## src/bcd_pkg.sv

```systemverilog
// package: opcode fields, encodings and sequencing constants for the decoder
package bcd_pkg;
    localparam int PC_W = 21;
    localparam logic [3:0] NIB_BCLR = 4'h9;
    localparam logic [3:0] NIB_BSET = 4'h8;
    localparam logic [3:0] NIB_BTGL = 4'h7;
    localparam logic [3:0] NIB_SKC = 4'hb;
    localparam logic [3:0] NIB_SKS = 4'ha;
    localparam logic [3:0] NIB_COND = 4'he;
    localparam logic [3:0] NIB_REL = 4'hd;
    localparam logic [3:0] NIB_SECOND = 4'hf;
    localparam logic [3:0] NIB_LITRET = 4'hc;
    localparam logic [3:0] NIB_ZERO = 4'h0;
    localparam logic [2:0] CALL_SUB = 3'h6;
    localparam logic [3:0] JUMP_SUB = 4'hf;
    localparam logic [15:0] OP_PUSH = 16'h0005;
    localparam logic [15:0] OP_POP = 16'h0006;
    localparam logic [15:0] OP_WDTCLR = 16'h0004;
    localparam logic [15:0] OP_SLEEP = 16'h0003;
    localparam logic [15:0] OP_RESET = 16'h00ff;
    localparam logic [14:0] OP_IRET = 15'h0008;
    localparam logic [14:0] OP_RET = 15'h0009;
    localparam logic [7:0] TIMER_ZERO_ADDR = 8'hd6;
    localparam logic [7:0] PORT_LO_ADDR = 8'h80;
    localparam logic [7:0] PORT_HI_ADDR = 8'h84;
    localparam logic [PC_W-1:0] PC_STEP = 21'h000002;
    localparam logic [PC_W-1:0] PC_RESET = 21'h000000;
    typedef enum logic [2:0]
    {
        ST_EXEC = 3'b001,
        ST_FLUSH = 3'b010,
        ST_SECOND = 3'b100
    } bcd_state_t;
endpackage

```

## src/bcd_bit_if.sv

```systemverilog
// interface: bit-operation request and result between decoder and bit unit
`timescale 1ns/10ps
interface bcd_bit_if;
    logic [2:0] bitIdx;
    logic [7:0] srcVal;
    logic [1:0] op;
    logic [7:0] result;
    logic bitVal;
    modport master (output bitIdx, output srcVal, output op,
        input result, input bitVal);
    modport unit (input bitIdx, input srcVal, input op,
        output result, output bitVal);
endinterface

```

## src/bcd_bit_unit.sv

```systemverilog
// module: per-bit clear, set and toggle of a file byte, plus bit sample
`timescale 1ns/10ps
module bcd_bit_unit (
    bcd_bit_if.unit bi
);
    // op 0 clear, 1 set, 2 toggle, 3 pass through
    genvar g;
    generate
        for (g = 0; g < 8; g++)
        begin : gBit
            logic hit;
            assign hit = (bi.bitIdx == 3'(g));
            assign bi.result[g] = !hit ? bi.srcVal[g] :
                (bi.op == 2'h0) ? 1'b0 :
                (bi.op == 2'h1) ? 1'b1 :
                (bi.op == 2'h2) ? ~bi.srcVal[g] : bi.srcVal[g];
        end
    endgenerate
    assign bi.bitVal = bi.srcVal[bi.bitIdx];
endmodule

```

## src/bcd_decoder.sv

```systemverilog
// module: bit and control-flow instruction decoder and sequencer
`timescale 1ns/10ps
// Contract
// [RQ1] clear, set, toggle bit: one cycle
// [RQ2] bit test skips next, two or three cycles
// [RQ3] conditional branch by condition nibble, flags untouched
// [RQ4] nonzero branch adds twice signed offset
// [RQ5] target is pc plus two plus 2n
// [RQ6] pc change or true test adds flush cycle
// [RQ7] absolute call: two words, shadow select bit
// [RQ8] long jump: two words, two cycles; code takes three, the second word then a flush cycle
// [RQ9] top nibble 1111 alone is no-op
// [RQ10] second word consumed as operand, else no-op
// [RQ11] push and pop on stack top, one cycle
// [RQ12] interrupt return re-enables both irq enables
// [RQ13] literal return loads working register; return
// [RQ14] sleep and watchdog clear update flags
// [RQ15] port bit ops read pin levels
// [RQ16] timer-zero bit write clears prescaler
// [RQ17] shadow bit zero none, one transfers
// [RQ18] offsets sign-extended before doubling
module bcd_decoder (
    input wire logic ref_clk,
    input wire logic sys_rst,
    input wire logic clkEn,
    input wire logic [15:0] instrWord,
    input wire logic instrValid,
    input wire logic [7:0] fileRdData,
    input wire logic [7:0] pinLevels,
    input wire logic prescalerOnTimer,
    input wire logic flagZero,
    input wire logic flagCarry,
    input wire logic flagOverflow,
    input wire logic flagNegative,
    input wire logic [20:0] stackTopData,
    output logic [20:0] pcOut,
    output logic fetchFlush,
    output logic [7:0] fileAddr,
    output logic fileAccessSel,
    output logic [7:0] fileWrData,
    output logic fileWrEn,
    output logic prescalerClear,
    output logic stackPush,
    output logic stackPop,
    output logic [20:0] stackPushData,
    output logic shadowSave,
    output logic shadowRestore,
    output logic globalIrqEnableSet,
    output logic peripheralIrqEnableSet,
    output logic [7:0] workingRegData,
    output logic workingRegWrEn,
    output logic watchdogClear,
    output logic sleepEnter,
    output logic watchdogExpiredFlag,
    output logic powerdownFlag,
    output logic softReset,
    output logic busy
);
    // sequencing state: execute, flush after a pc change, or wait for the
    // second word of a two-word call or jump
    localparam int W = bcd_pkg::PC_W;
    bcd_pkg::bcd_state_t state_q, state_d;
    logic [W-1:0] pc_q, pc_d;
    logic [1:0] flush_q, flush_d;
    logic second_q, second_d;
    logic [7:0] hiAddr_q, hiAddr_d;
    logic isCall_q, isCall_d;
    logic shadow_q, shadow_d;
    logic skipNext_q, skipNext_d;

    bcd_bit_if bif ();
    bcd_bit_unit uBit (.bi(bif));

    logic [3:0] nib;
    logic [3:0] cond;
    logic isBitOp, isSkip, isCondBr, isRel, isAbsCall, isJump;
    logic isLitRet, isIret, isRet, condTrue, isPort;
    logic [W-1:0] pcNext, relTarget8, relTarget11;
    logic [W-1:0] absTarget;

    // opcode decode: top nibble picks the class, next nibble refines it;
    // every class is decoded from the word as presented, so a stalled fetch
    // must keep instrValid low rather than show a half-updated word
    assign nib = instrWord[15:12];
    assign cond = instrWord[11:8];
    assign isBitOp = (nib == bcd_pkg::NIB_BCLR) ||
        (nib == bcd_pkg::NIB_BSET) || (nib == bcd_pkg::NIB_BTGL); // [RQ1]
    assign isSkip = (nib == bcd_pkg::NIB_SKC) ||
        (nib == bcd_pkg::NIB_SKS); // [RQ2]
    assign isCondBr = (nib == bcd_pkg::NIB_COND) && !cond[3]; // [RQ3]
    assign isRel = (nib == bcd_pkg::NIB_REL); // [RQ6]
    assign isAbsCall = (nib == bcd_pkg::NIB_COND) &&
        (cond[3:1] == bcd_pkg::CALL_SUB); // [RQ7]
    assign isJump = (nib == bcd_pkg::NIB_COND) &&
        (cond == bcd_pkg::JUMP_SUB); // [RQ8]
    assign isLitRet = (nib == bcd_pkg::NIB_ZERO) &&
        (cond == bcd_pkg::NIB_LITRET); // [RQ13]
    assign isIret = (instrWord[15:1] == bcd_pkg::OP_IRET); // [RQ12]
    assign isRet = (instrWord[15:1] == bcd_pkg::OP_RET); // [RQ13]
    assign isPort = (instrWord[7:0] >= bcd_pkg::PORT_LO_ADDR) &&
        (instrWord[7:0] <= bcd_pkg::PORT_HI_ADDR);

    // condition select: odd nibble is the negated sense
    always_comb
    begin
        case (cond[2:1])
            2'h0: condTrue = flagZero ^ cond[0]; // [RQ4]
            2'h1: condTrue = flagCarry ^ cond[0];
            2'h2: condTrue = flagOverflow ^ cond[0];
            default: condTrue = flagNegative ^ cond[0];
        endcase
    end

    // pc still points at this word, so step past it; sign-extend then double
    assign pcNext = pc_q + bcd_pkg::PC_STEP; // [RQ5]
    assign relTarget8 = pcNext + W'({{(W-9){instrWord[7]}},
        instrWord[7:0], 1'b0}); // [RQ18] [RQ4]
    assign relTarget11 = pcNext + W'({{(W-12){instrWord[10]}},
        instrWord[10:0], 1'b0}); // [RQ18]
    assign absTarget = {hiAddr_q[7:0], instrWord[11:0], 1'b0};

    // bit unit operand select; port addresses read the pins
    assign bif.bitIdx = instrWord[11:9];
    assign bif.srcVal = isPort ? pinLevels : fileRdData; // [RQ15]
    assign bif.op = (nib == bcd_pkg::NIB_BCLR) ? 2'h0 :
        (nib == bcd_pkg::NIB_BSET) ? 2'h1 :
        (nib == bcd_pkg::NIB_BTGL) ? 2'h2 : 2'h3;

    // a word is acted on only in plain execute with a valid fetch
    logic execNow;
    assign execNow = clkEn && instrValid && (state_q == bcd_pkg::ST_EXEC);

    // sequencing: next pc, flush cycles and two-word tracking
    always_comb
    begin
        state_d = state_q;
        pc_d = pc_q;
        flush_d = flush_q;
        second_d = second_q;
        hiAddr_d = hiAddr_q;
        isCall_d = isCall_q;
        shadow_d = shadow_q;
        skipNext_d = skipNext_q;
        case (state_q)
            bcd_pkg::ST_EXEC:
            begin
                if (instrValid)
                begin
                    pc_d = pcNext;
                    if (skipNext_q)
                    begin
                        // skipped word runs as a flush; two-word target adds one
                        skipNext_d = 1'b0;
                        if (isAbsCall || isJump)
                            state_d = bcd_pkg::ST_SECOND; // [RQ2]
                    end
                    else if (isSkip && (bif.bitVal == (nib == bcd_pkg::NIB_SKS)))
                        skipNext_d = 1'b1; // [RQ2] [RQ6]
                    else if (isCondBr && condTrue)
                    begin
                        pc_d = relTarget8; // [RQ3] [RQ4] [RQ6]
                        state_d = bcd_pkg::ST_FLUSH;
                    end
                    else if (isRel)
                    begin
                        pc_d = relTarget11; // [RQ6]
                        state_d = bcd_pkg::ST_FLUSH;
                    end
                    else if (isAbsCall || isJump)
                    begin
                        hiAddr_d = instrWord[7:0]; // [RQ7] [RQ8] [RQ10]
                        isCall_d = isAbsCall;
                        shadow_d = isAbsCall && instrWord[8]; // [RQ17]
                        second_d = 1'b1;
                        state_d = bcd_pkg::ST_SECOND;
                    end
                    else if (isIret || isRet || isLitRet)
                    begin
                        pc_d = stackTopData; // [RQ12] [RQ13]
                        state_d = bcd_pkg::ST_FLUSH;
                    end
                end
            end
            bcd_pkg::ST_SECOND:
            begin
                if (instrValid)
                begin
                    if (second_q && nib == bcd_pkg::NIB_SECOND)
                    begin
                        pc_d = absTarget; // [RQ10]
                        state_d = bcd_pkg::ST_FLUSH;
                    end
                    else
                    begin
                        pc_d = pcNext; // [RQ9]
                        state_d = bcd_pkg::ST_EXEC;
                    end
                    second_d = 1'b0;
                end
            end
            default:
                state_d = bcd_pkg::ST_EXEC; // [RQ6]
        endcase
        flush_d = 2'(state_d == bcd_pkg::ST_FLUSH);
    end

    // state registers, frozen while clock enable is low
    always_ff @(posedge ref_clk)
    begin
        if (sys_rst)
        begin
            state_q <= bcd_pkg::ST_EXEC;
            pc_q <= bcd_pkg::PC_RESET;
            flush_q <= 2'h0;
            second_q <= 1'b0;
            hiAddr_q <= 8'h00;
            isCall_q <= 1'b0;
            shadow_q <= 1'b0;
            skipNext_q <= 1'b0;
        end
        else if (clkEn)
        begin
            state_q <= state_d;
            pc_q <= pc_d;
            flush_q <= flush_d;
            second_q <= second_d;
            hiAddr_q <= hiAddr_d;
            isCall_q <= isCall_d;
            shadow_q <= shadow_d;
            skipNext_q <= skipNext_d;
        end
    end

    // live: the word really executes; a skipped word only moves the pc,
    // so every side effect below except the call push and shadow save is gated by this one term
    logic live;
    assign live = execNow && !skipNext_q;
    // second word of an absolute call: push and shadow save happen here,
    // once the full target is known, so a skipped call never pushes
    logic secondCall;
    assign secondCall = clkEn && instrValid && second_q &&
        (state_q == bcd_pkg::ST_SECOND) && nib == bcd_pkg::NIB_SECOND &&
        isCall_q;

    // registered side effects: one-cycle write and prescaler-clear pulses, held address and data
    always_ff @(posedge ref_clk)
    begin
        if (sys_rst)
        begin
            fileAddr <= 8'h00;
            fileAccessSel <= 1'b0;
            fileWrData <= 8'h00;
            fileWrEn <= 1'b0;
            prescalerClear <= 1'b0;
        end
        else if (clkEn)
        begin
            fileWrEn <= live && isBitOp; // [RQ1]
            prescalerClear <= live && isBitOp && prescalerOnTimer &&
                (instrWord[7:0] == bcd_pkg::TIMER_ZERO_ADDR); // [RQ16]
            if (live && isBitOp)
            begin
                fileAddr <= instrWord[7:0];
                fileAccessSel <= instrWord[8];
                fileWrData <= bif.result; // [RQ15]
            end
        end
    end

    // stack, shadow and interrupt-enable side effects
    always_ff @(posedge ref_clk)
    begin
        if (sys_rst)
        begin
            stackPush <= 1'b0;
            stackPop <= 1'b0;
            stackPushData <= 21'h000000;
            shadowSave <= 1'b0;
            shadowRestore <= 1'b0;
            globalIrqEnableSet <= 1'b0;
            peripheralIrqEnableSet <= 1'b0;
            workingRegData <= 8'h00;
            workingRegWrEn <= 1'b0;
        end
        else if (clkEn)
        begin
            stackPush <= (live && (instrWord == bcd_pkg::OP_PUSH ||
                isRel && instrWord[11])) || secondCall; // [RQ11] [RQ7]
            stackPop <= live && (instrWord == bcd_pkg::OP_POP ||
                isIret || isRet || isLitRet); // [RQ11] [RQ13]
            if (live && isRel)
                stackPushData <= pcNext;
            else if (live && instrWord == bcd_pkg::OP_PUSH)
                stackPushData <= pcNext;
            else if (secondCall)
                stackPushData <= pcNext;
            shadowSave <= secondCall && shadow_q; // [RQ17]
            shadowRestore <= live && (isIret || isRet) &&
                instrWord[0]; // [RQ12] [RQ17]
            globalIrqEnableSet <= live && isIret; // [RQ12]
            peripheralIrqEnableSet <= live && isIret; // [RQ12]
            workingRegWrEn <= live && isLitRet; // [RQ13]
            if (live && isLitRet)
                workingRegData <= instrWord[7:0];
        end
    end

    // power control: flags follow the wake-state convention, set means clear
    always_ff @(posedge ref_clk)
    begin
        if (sys_rst)
        begin
            watchdogClear <= 1'b0;
            sleepEnter <= 1'b0;
            watchdogExpiredFlag <= 1'b1;
            powerdownFlag <= 1'b1;
            softReset <= 1'b0;
        end
        else if (clkEn)
        begin
            watchdogClear <= live && (instrWord == bcd_pkg::OP_WDTCLR ||
                instrWord == bcd_pkg::OP_SLEEP); // [RQ14]
            sleepEnter <= live && instrWord == bcd_pkg::OP_SLEEP;
            softReset <= live && instrWord == bcd_pkg::OP_RESET;
            if (live && instrWord == bcd_pkg::OP_WDTCLR)
            begin
                watchdogExpiredFlag <= 1'b1; // [RQ14]
                powerdownFlag <= 1'b1;
            end
            else if (live && instrWord == bcd_pkg::OP_SLEEP)
            begin
                watchdogExpiredFlag <= 1'b1; // [RQ14]
                powerdownFlag <= 1'b0;
            end
        end
    end

    // outputs straight from flops; busy is combinational so the fetch side
    // sees a pending skip or flush in the same cycle
    assign pcOut = pc_q;
    assign fetchFlush = flush_q[0]; // [RQ6]
    assign busy = (state_q != bcd_pkg::ST_EXEC) || skipNext_q;
endmodule

```

## config.mk

```make
export PLATFORM = sky130hd
export DESIGN_NAME = bcd_decoder
export DESIGN_NICKNAME = d
export VERILOG_FILES = /design/src/bcd_pkg.sv /design/src/bcd_bit_if.sv /design/src/bcd_bit_unit.sv /design/src/bcd_decoder.sv
export SDC_FILE = /design/constraint.sdc
export NUM_CORES = 1
export LEC_CHECK = 0
export ABC_AREA = 1
export BUFFER_PORTS_ARGS = -buffer_cell sky130_fd_sc_hd__buf_2
export CORE_MARGIN = 2
export CORE_UTILIZATION = 55
export CTS_CLUSTER_DIAMETER = 60
export CTS_CLUSTER_SIZE = 28
export DETAILED_ROUTE_END_ITERATION = 8
export PLACE_DENSITY_LB_ADDON = 0.2
export SLEW_MARGIN = 20
export SYNTH_ARGS = -nofsm -noshare
export SYNTH_HDL_FRONTEND = slang
export SYNTH_SLANG_ARGS = --single-unit
```

## constraint.sdc

```tcl
create_clock -name ref_clk -period 3.4 [get_ports ref_clk]
set_input_delay 0.68 -clock ref_clk [delete_from_list [all_inputs] [get_ports ref_clk]]
set_output_delay 0.68 -clock ref_clk [all_outputs]
set_load 0.02 [all_outputs]
```

* Word-level counts from Yosys, hierarchy flattened
Index checks and enable logic that the tools add are counted.
Cells by class: add/subtract/negate cells 3, $mul 0, div/mod/pow operators 0, magnitude comparators 3, equal/unequal tests 41, shift operators 0, muxes and demuxes 77, bitwise gates (word level) 16, reduce and logical (&&, ||, !) cells 63
Operators with widths (number):
- 21-bit two-way mux | 12
- 16-bit by 3-bit == test with 1-bit output (second input constant) | 3
- 1-bit two-way mux | 47
- 21-bit adder | 2
- 21-bit case mux with 2 select lines | 1
- 4-bit == test (second input constant) | 9
- 1-bit logical AND | 33
- 15-bit by 4-bit == test with 1-bit output (second input constant) | 2
- 3-bit two-way mux | 9
- 21-bit by 2-bit adder with 21-bit output (second input constant) | 1
- 16-bit by 2-bit == test with 1-bit output (second input constant) | 1
- 16-bit by 8-bit == test with 1-bit output (second input constant) | 1
- 3-bit == test (second input constant) | 5
- 1-bit logical OR | 13
- 2-bit != test (second input constant) | 6
- 1-bit NOT | 12
- 3-bit by 2-bit == test with 1-bit output (second input constant) | 3
- 9-bit AND reduction | 1
- 8-bit == test (second input constant) | 1
- 8-bit >= comparator (second input constant) | 1
- 8-bit <= comparator (second input constant) | 1
- 8-bit two-way mux | 1
- 2-bit AND reduction | 4
- 8-bit AND reduction | 1
- other kinds (22) | 33
Storage, ports and cells: register bits 96, bits in latches 0, bits in writable memories 0, bits in read-only memories 0, input port bits 62, output and inout bits 83, word-level logic and storage cells 229, memories 0

* Depth between registers and ports, before layout
word-level depth 12, mapped depth 24, depth with buffers taken out 24

* By module
From an unflattened synthesis, not the netlist that was laid out.
Second synthesis, totals: cell total of the unflattened synthesis 1306, area total of the unflattened synthesis 7880.1 µm²
By module, submodules not included:
- bcd_decoder | times used 1, cells each 1205, area an instance 7448.4 µm², sequential area each 1901.8 µm²
- bcd_bit_unit | times used 1, cells each 101, area an instance 431.7 µm², sequential area each 0.0 µm²

* Worst setup path before layout
OpenSTA, ideal clock, no wires.
kind register -> register, start point register pc_q[1] (netlist: pcOut[1]), end point register pc_q[20] (netlist: pcOut[20]), setup time 0.070 ns, arrival 3.167 ns, data required time 3.330 ns, path slack 0.163 ns, cell stages (with the launch flop) 20, path buffers 0, clock period less this slack 3.237 ns, cell sequence dfxtp_1 -> ha_1 -> nand3_1 -> nor2_2 -> nand4_1 -> xor2_1 -> inv_1 -> ha_1 -> nand2_1 -> nor2_1 -> nand4_1 -> or2_2 -> nand3_1 -> a21o_1 -> nand3_1 -> nand2_1 -> nand2_1 -> nand2_1 -> nand2_1 -> a21oi_1
On the way: elaborated cells between the ends (all ways) 13, classes of those cells add/sub (3); mux (10)
RTL lines:
- start: declaration | line bcd_decoder.sv:63 | logic [W-1:0] pc_q, pc_d;
- start signal: assignment | line bcd_decoder.sv:213 | pc_q <= bcd_pkg::PC_RESET;
- start signal: assignment | line bcd_decoder.sv:224 | pc_q <= pc_d;
- 21-bit by 2-bit adder with 21-bit output (*) | line bcd_decoder.sv:115 | assign pcNext = pc_q + bcd_pkg::PC_STEP;
- via pcNext[13] | line bcd_decoder.sv:78 | logic [W-1:0] pcNext, relTarget8, relTarget11;
- 21-bit adder | line bcd_decoder.sv:118 | assign relTarget11 = pcNext + W'({{(W-12){instrWord[10]}},
- 21-bit two-way mux | line bcd_decoder.sv:164 | else if (isRel)
- 21-bit two-way mux (*) | line bcd_decoder.sv:159 | else if (isCondBr && condTrue)
- 21-bit two-way mux (*) | line bcd_decoder.sv:157 | else if (isSkip && (bif.bitVal == (nib == bcd_pkg::NIB_SKS)))
- 21-bit two-way mux (*) | line bcd_decoder.sv:150 | if (skipNext_q)
- 21-bit two-way mux (*) | line bcd_decoder.sv:147 | if (instrValid)
- 21-bit case mux with 2 select lines (*) | line bcd_decoder.sv:144 | case (state_q)
Mark *: on every way through the listed nets, which the timed path passes. The rest lies on a longest branch. The select of a mux whose other input is x is not followed. A chain may end at the register's enable or synchronous reset.

* Worst setup path in the final report
start point register pc_q[1] (netlist: pcOut[1]), end point register pc_q[16] (netlist: pcOut[16])
The elaborated chain is that of the path after synthesis.

==> qor.txt <==
Avg Cell Area, Syn = 6.111 sq um
Fmax = 0.3103 GHz
Final core occ = 67.64%
Crit path launch type = flop
Global-route wire length before repair = 44400 microns
Vias per cell = 6.006
Placed Area = 0.008768 sq mm
Cell Chain, Critical Path = ha_1 > nand3_2 > nor2_4 > nand3_1 > xor2_1 > inv_1 > ha_2 > nand2_1 > inv_1 > nand2_1 > and2_1 > nor2_1 > nor2_1 > nand2_1 > xor2_1 > nand2_1 > nand3_1 > nand3_1 > nand2_1 > nand2_1 > a21oi_1
Final Hold Fails = 0
XOR/XNOR Fraction of Synth Area = 2.732%
Die footprint = 0.01495 sq mm
Post-route cell area = 0.009316 sq mm
Most used DFF post-synth = dfxtp_1
Clk_lat worst skew = 0.36 ns
Total congestion overflow = 0
Area Overhead vs Synth = 21.09%
Adder-cell share of the synthesized area = 5.627%
Power Dens Cells = 371.1 mW/mm^2
Crit end category = flop
Worst Tran Pin Value = 0.7455 ns
Die Width = 122.3 microns
Synth Area in Compound Gates = 22.85%
Largest net degree at the start of global routing = 46
Count of cell types in the netlist = 52
Post-synth EDFFs = 0
Clock root buffer = clkbuf_16
# fillers = 1364
CP peak stage delay = 0.39 ns
Post-synthesis cell count = 1259
Sink Count = 95
H-Tree Depth = 3
CP max stage cell = ha_2
Post-synth top area cell = dfxtp_1
Setup TNS = 0 ns
First DRT Iteration DRCs = 986
Mux share of post-synthesis cell area = 0%
CTS Buf Count = 9
Crit path kind = flop to flop
All-Layer GR Usage = 38.16%
CP arrival = 3.51 ns
Crit path required time = 3.69 ns
Number of port buffers = 143
Net Count, Synth = 1355
Num rows = 43
Ratio of final minimum period to clock period = 94.79%
# hold bufs at CTS = 0
Async SR Flop Fraction = 0%
# IOs = 145
Antenna violations before repair = 0
Routed wire per std cell = 18.06 microns
Maximum VDD drop = 0.0002230 V
Setup violators final = 0
Tmin final = 3.223 ns
Outcome = finished clean
CTS tree = yes
Largest family of logic cells by synthesized area = simple AND/OR/NAND/NOR gates
Setup WS pre-CTS = 0.1747 ns
Final WL = 28950 microns
1st-pass router iterations = 5
Post-DP HPWL = 22110 microns
Top cell type's share of synthesized area = 24.72%
Max_slew headroom = 50.25%
Synth Warn # = 0
Simple-Gate Fraction of Synth Area = 34.75%
DRC Markers = 0
Initial core utilization = 55.86%
Unrepaired setup endpoints after global routing = true
Worst-path clk slew = 0.07 ns
Vias in the first global route = 8652
Gpl congestion = 1.065
Top cells by area, synth = dfxtp_1, nand2_1, a21oi_1
Longest Clk Path Bufs = 2
# diodes = 0
MaxCap Viol Count = 0
CP dominant cell by count = nand2_1
Clock Skew = 0.008987 ns
Synthesized area = 0.007694 sq mm
Layout net count = 1514
Fraction of layout cells with a size suffix above 1 = 21.15%
Final Max Tran Viols = 0
Seq cells post-synth = 95
Die Span Y = 122.3 microns
Core area = 0.01377 sq mm
Worst hold path type = flop to flop
Final ANT Viol Nets = 0
Vias = 9628
Final WS setup = 0.1772 ns
Sequential cell area fraction in the yosys report = 24.72%
P_leak = 0.004462 uW
CP max FO = 6
Tot Pwr = 3458 uW
[final cells by class]
class,instances,area (sq um),share of cell area [%]
inverter,135,511.7,5.493
timing repair buffer,191,1076,11.55
clock buffer,10,229.0,2.458
multi-input combinational,986,5316,57.06
tap,180,225.2,2.417
sequential,95,1904,20.44
clock inverter,6,53.80,0.5775
[where the power goes]
part,internal (uW),switching [uW]
registers,1150,49.4
logic,443,819
clock network,510,484
[metrics by stage]
step | instances | hold slack [ns]
floorplan | 1259 | 0.4372
global placement | 1584 | 0.4359
detailed placement | 1584 | 0.4439
CTS | 1600 | 0.4623
global route | 1603 | 0.4742
finish | 1603 | 0.4594
[worst max-delay path: cells and delay by family (launching register included)]
kind                     cells  cell delay (ns)
XOR/XNOR                     2             0.39
buffers and inverters        2             0.21
AND/OR/NAND/NOR             14             1.47
adder cells (fa/ha/maj)      2             0.59
flip-flops                   1             0.34
AO/OA/AOI/OAI                1             0.14
[layer usage]
metal	up-vias	global-route usage [%]	share of wire [%]
met1	4357	48.92	39
li1	4574	-	-
met2	574	61.74	45
met4	0	18.25	5.2
met3	123	7.203	10
met5	-	0	0
[layout by cell type (no fill, tap or decap), drive strengths merged, types with 3 or more instances in the layout]
master and instances:
a211oi 17, nor2 129, a21o 3, o21ai 128, nand3b 5, buf 191, o21bai 3, a221oi 5
clkinvlp 3, or2 3, nand4 25, a31oi 14, clkbuf 10, xor2 17, nand2 321, o211ai 9
nor4 3, inv 135, clkinv 3, ha 33, a21oi 132, nand3 94, nor3 21, dfxtp 95
xnor2 7
[sequential cells by signal, summed over array words and instances (netlist names), 3 cells and up]
signal / flops
hiAddr_q: 8
fileAddr: 8
fileWrData: 8
state_q: 3
stackPushData: 21
pcOut: 21
workingRegData: 8
[synthesized netlist by cell type (14+ instances only)]
cell type  count
nand2_1      313
a21oi_1      132
nor2_1       117
inv_1        113
o21ai_0      112
dfxtp_1       95
nand3_1       90
ha_1          33
nand4_1       24
clkbuf_1      22
inv_2         18
nor3_1        18
a211oi_1      17
xor2_1        17
buf_2         16
o21ai_1       16
a31oi_1       14
[repair_timing]
item	4_1_cts	5_1_grt
gates resized for setup	0	51
endpoints found under the setup margin	0	10
buffers inserted	0	3
[cells by family after synthesis]
logic type,after synthesis
compound gates,321
xor+xnor,24
fa+ha+maj,34
buf+inv,178
flops,95
other cells,1
simple gates,606
[path summary, 6_finish.rpt]
path,start,to,slack [ns],depth (start not counted)
max,pcOut[1]$_SDFFE_PP0P_,pcOut[16]$_SDFFE_PP0P_,0.18,21
min,powerdownFlag$_SDFFE_PP1P_,powerdownFlag$_SDFFE_PP1P_,0.46,2
max reg2reg,pcOut[1]$_SDFFE_PP0P_,pcOut[16]$_SDFFE_PP0P_,0.18,21
min reg2reg,powerdownFlag$_SDFFE_PP1P_,powerdownFlag$_SDFFE_PP1P_,0.46,2
No activity file was read; power rests on OpenSTA's default activity.
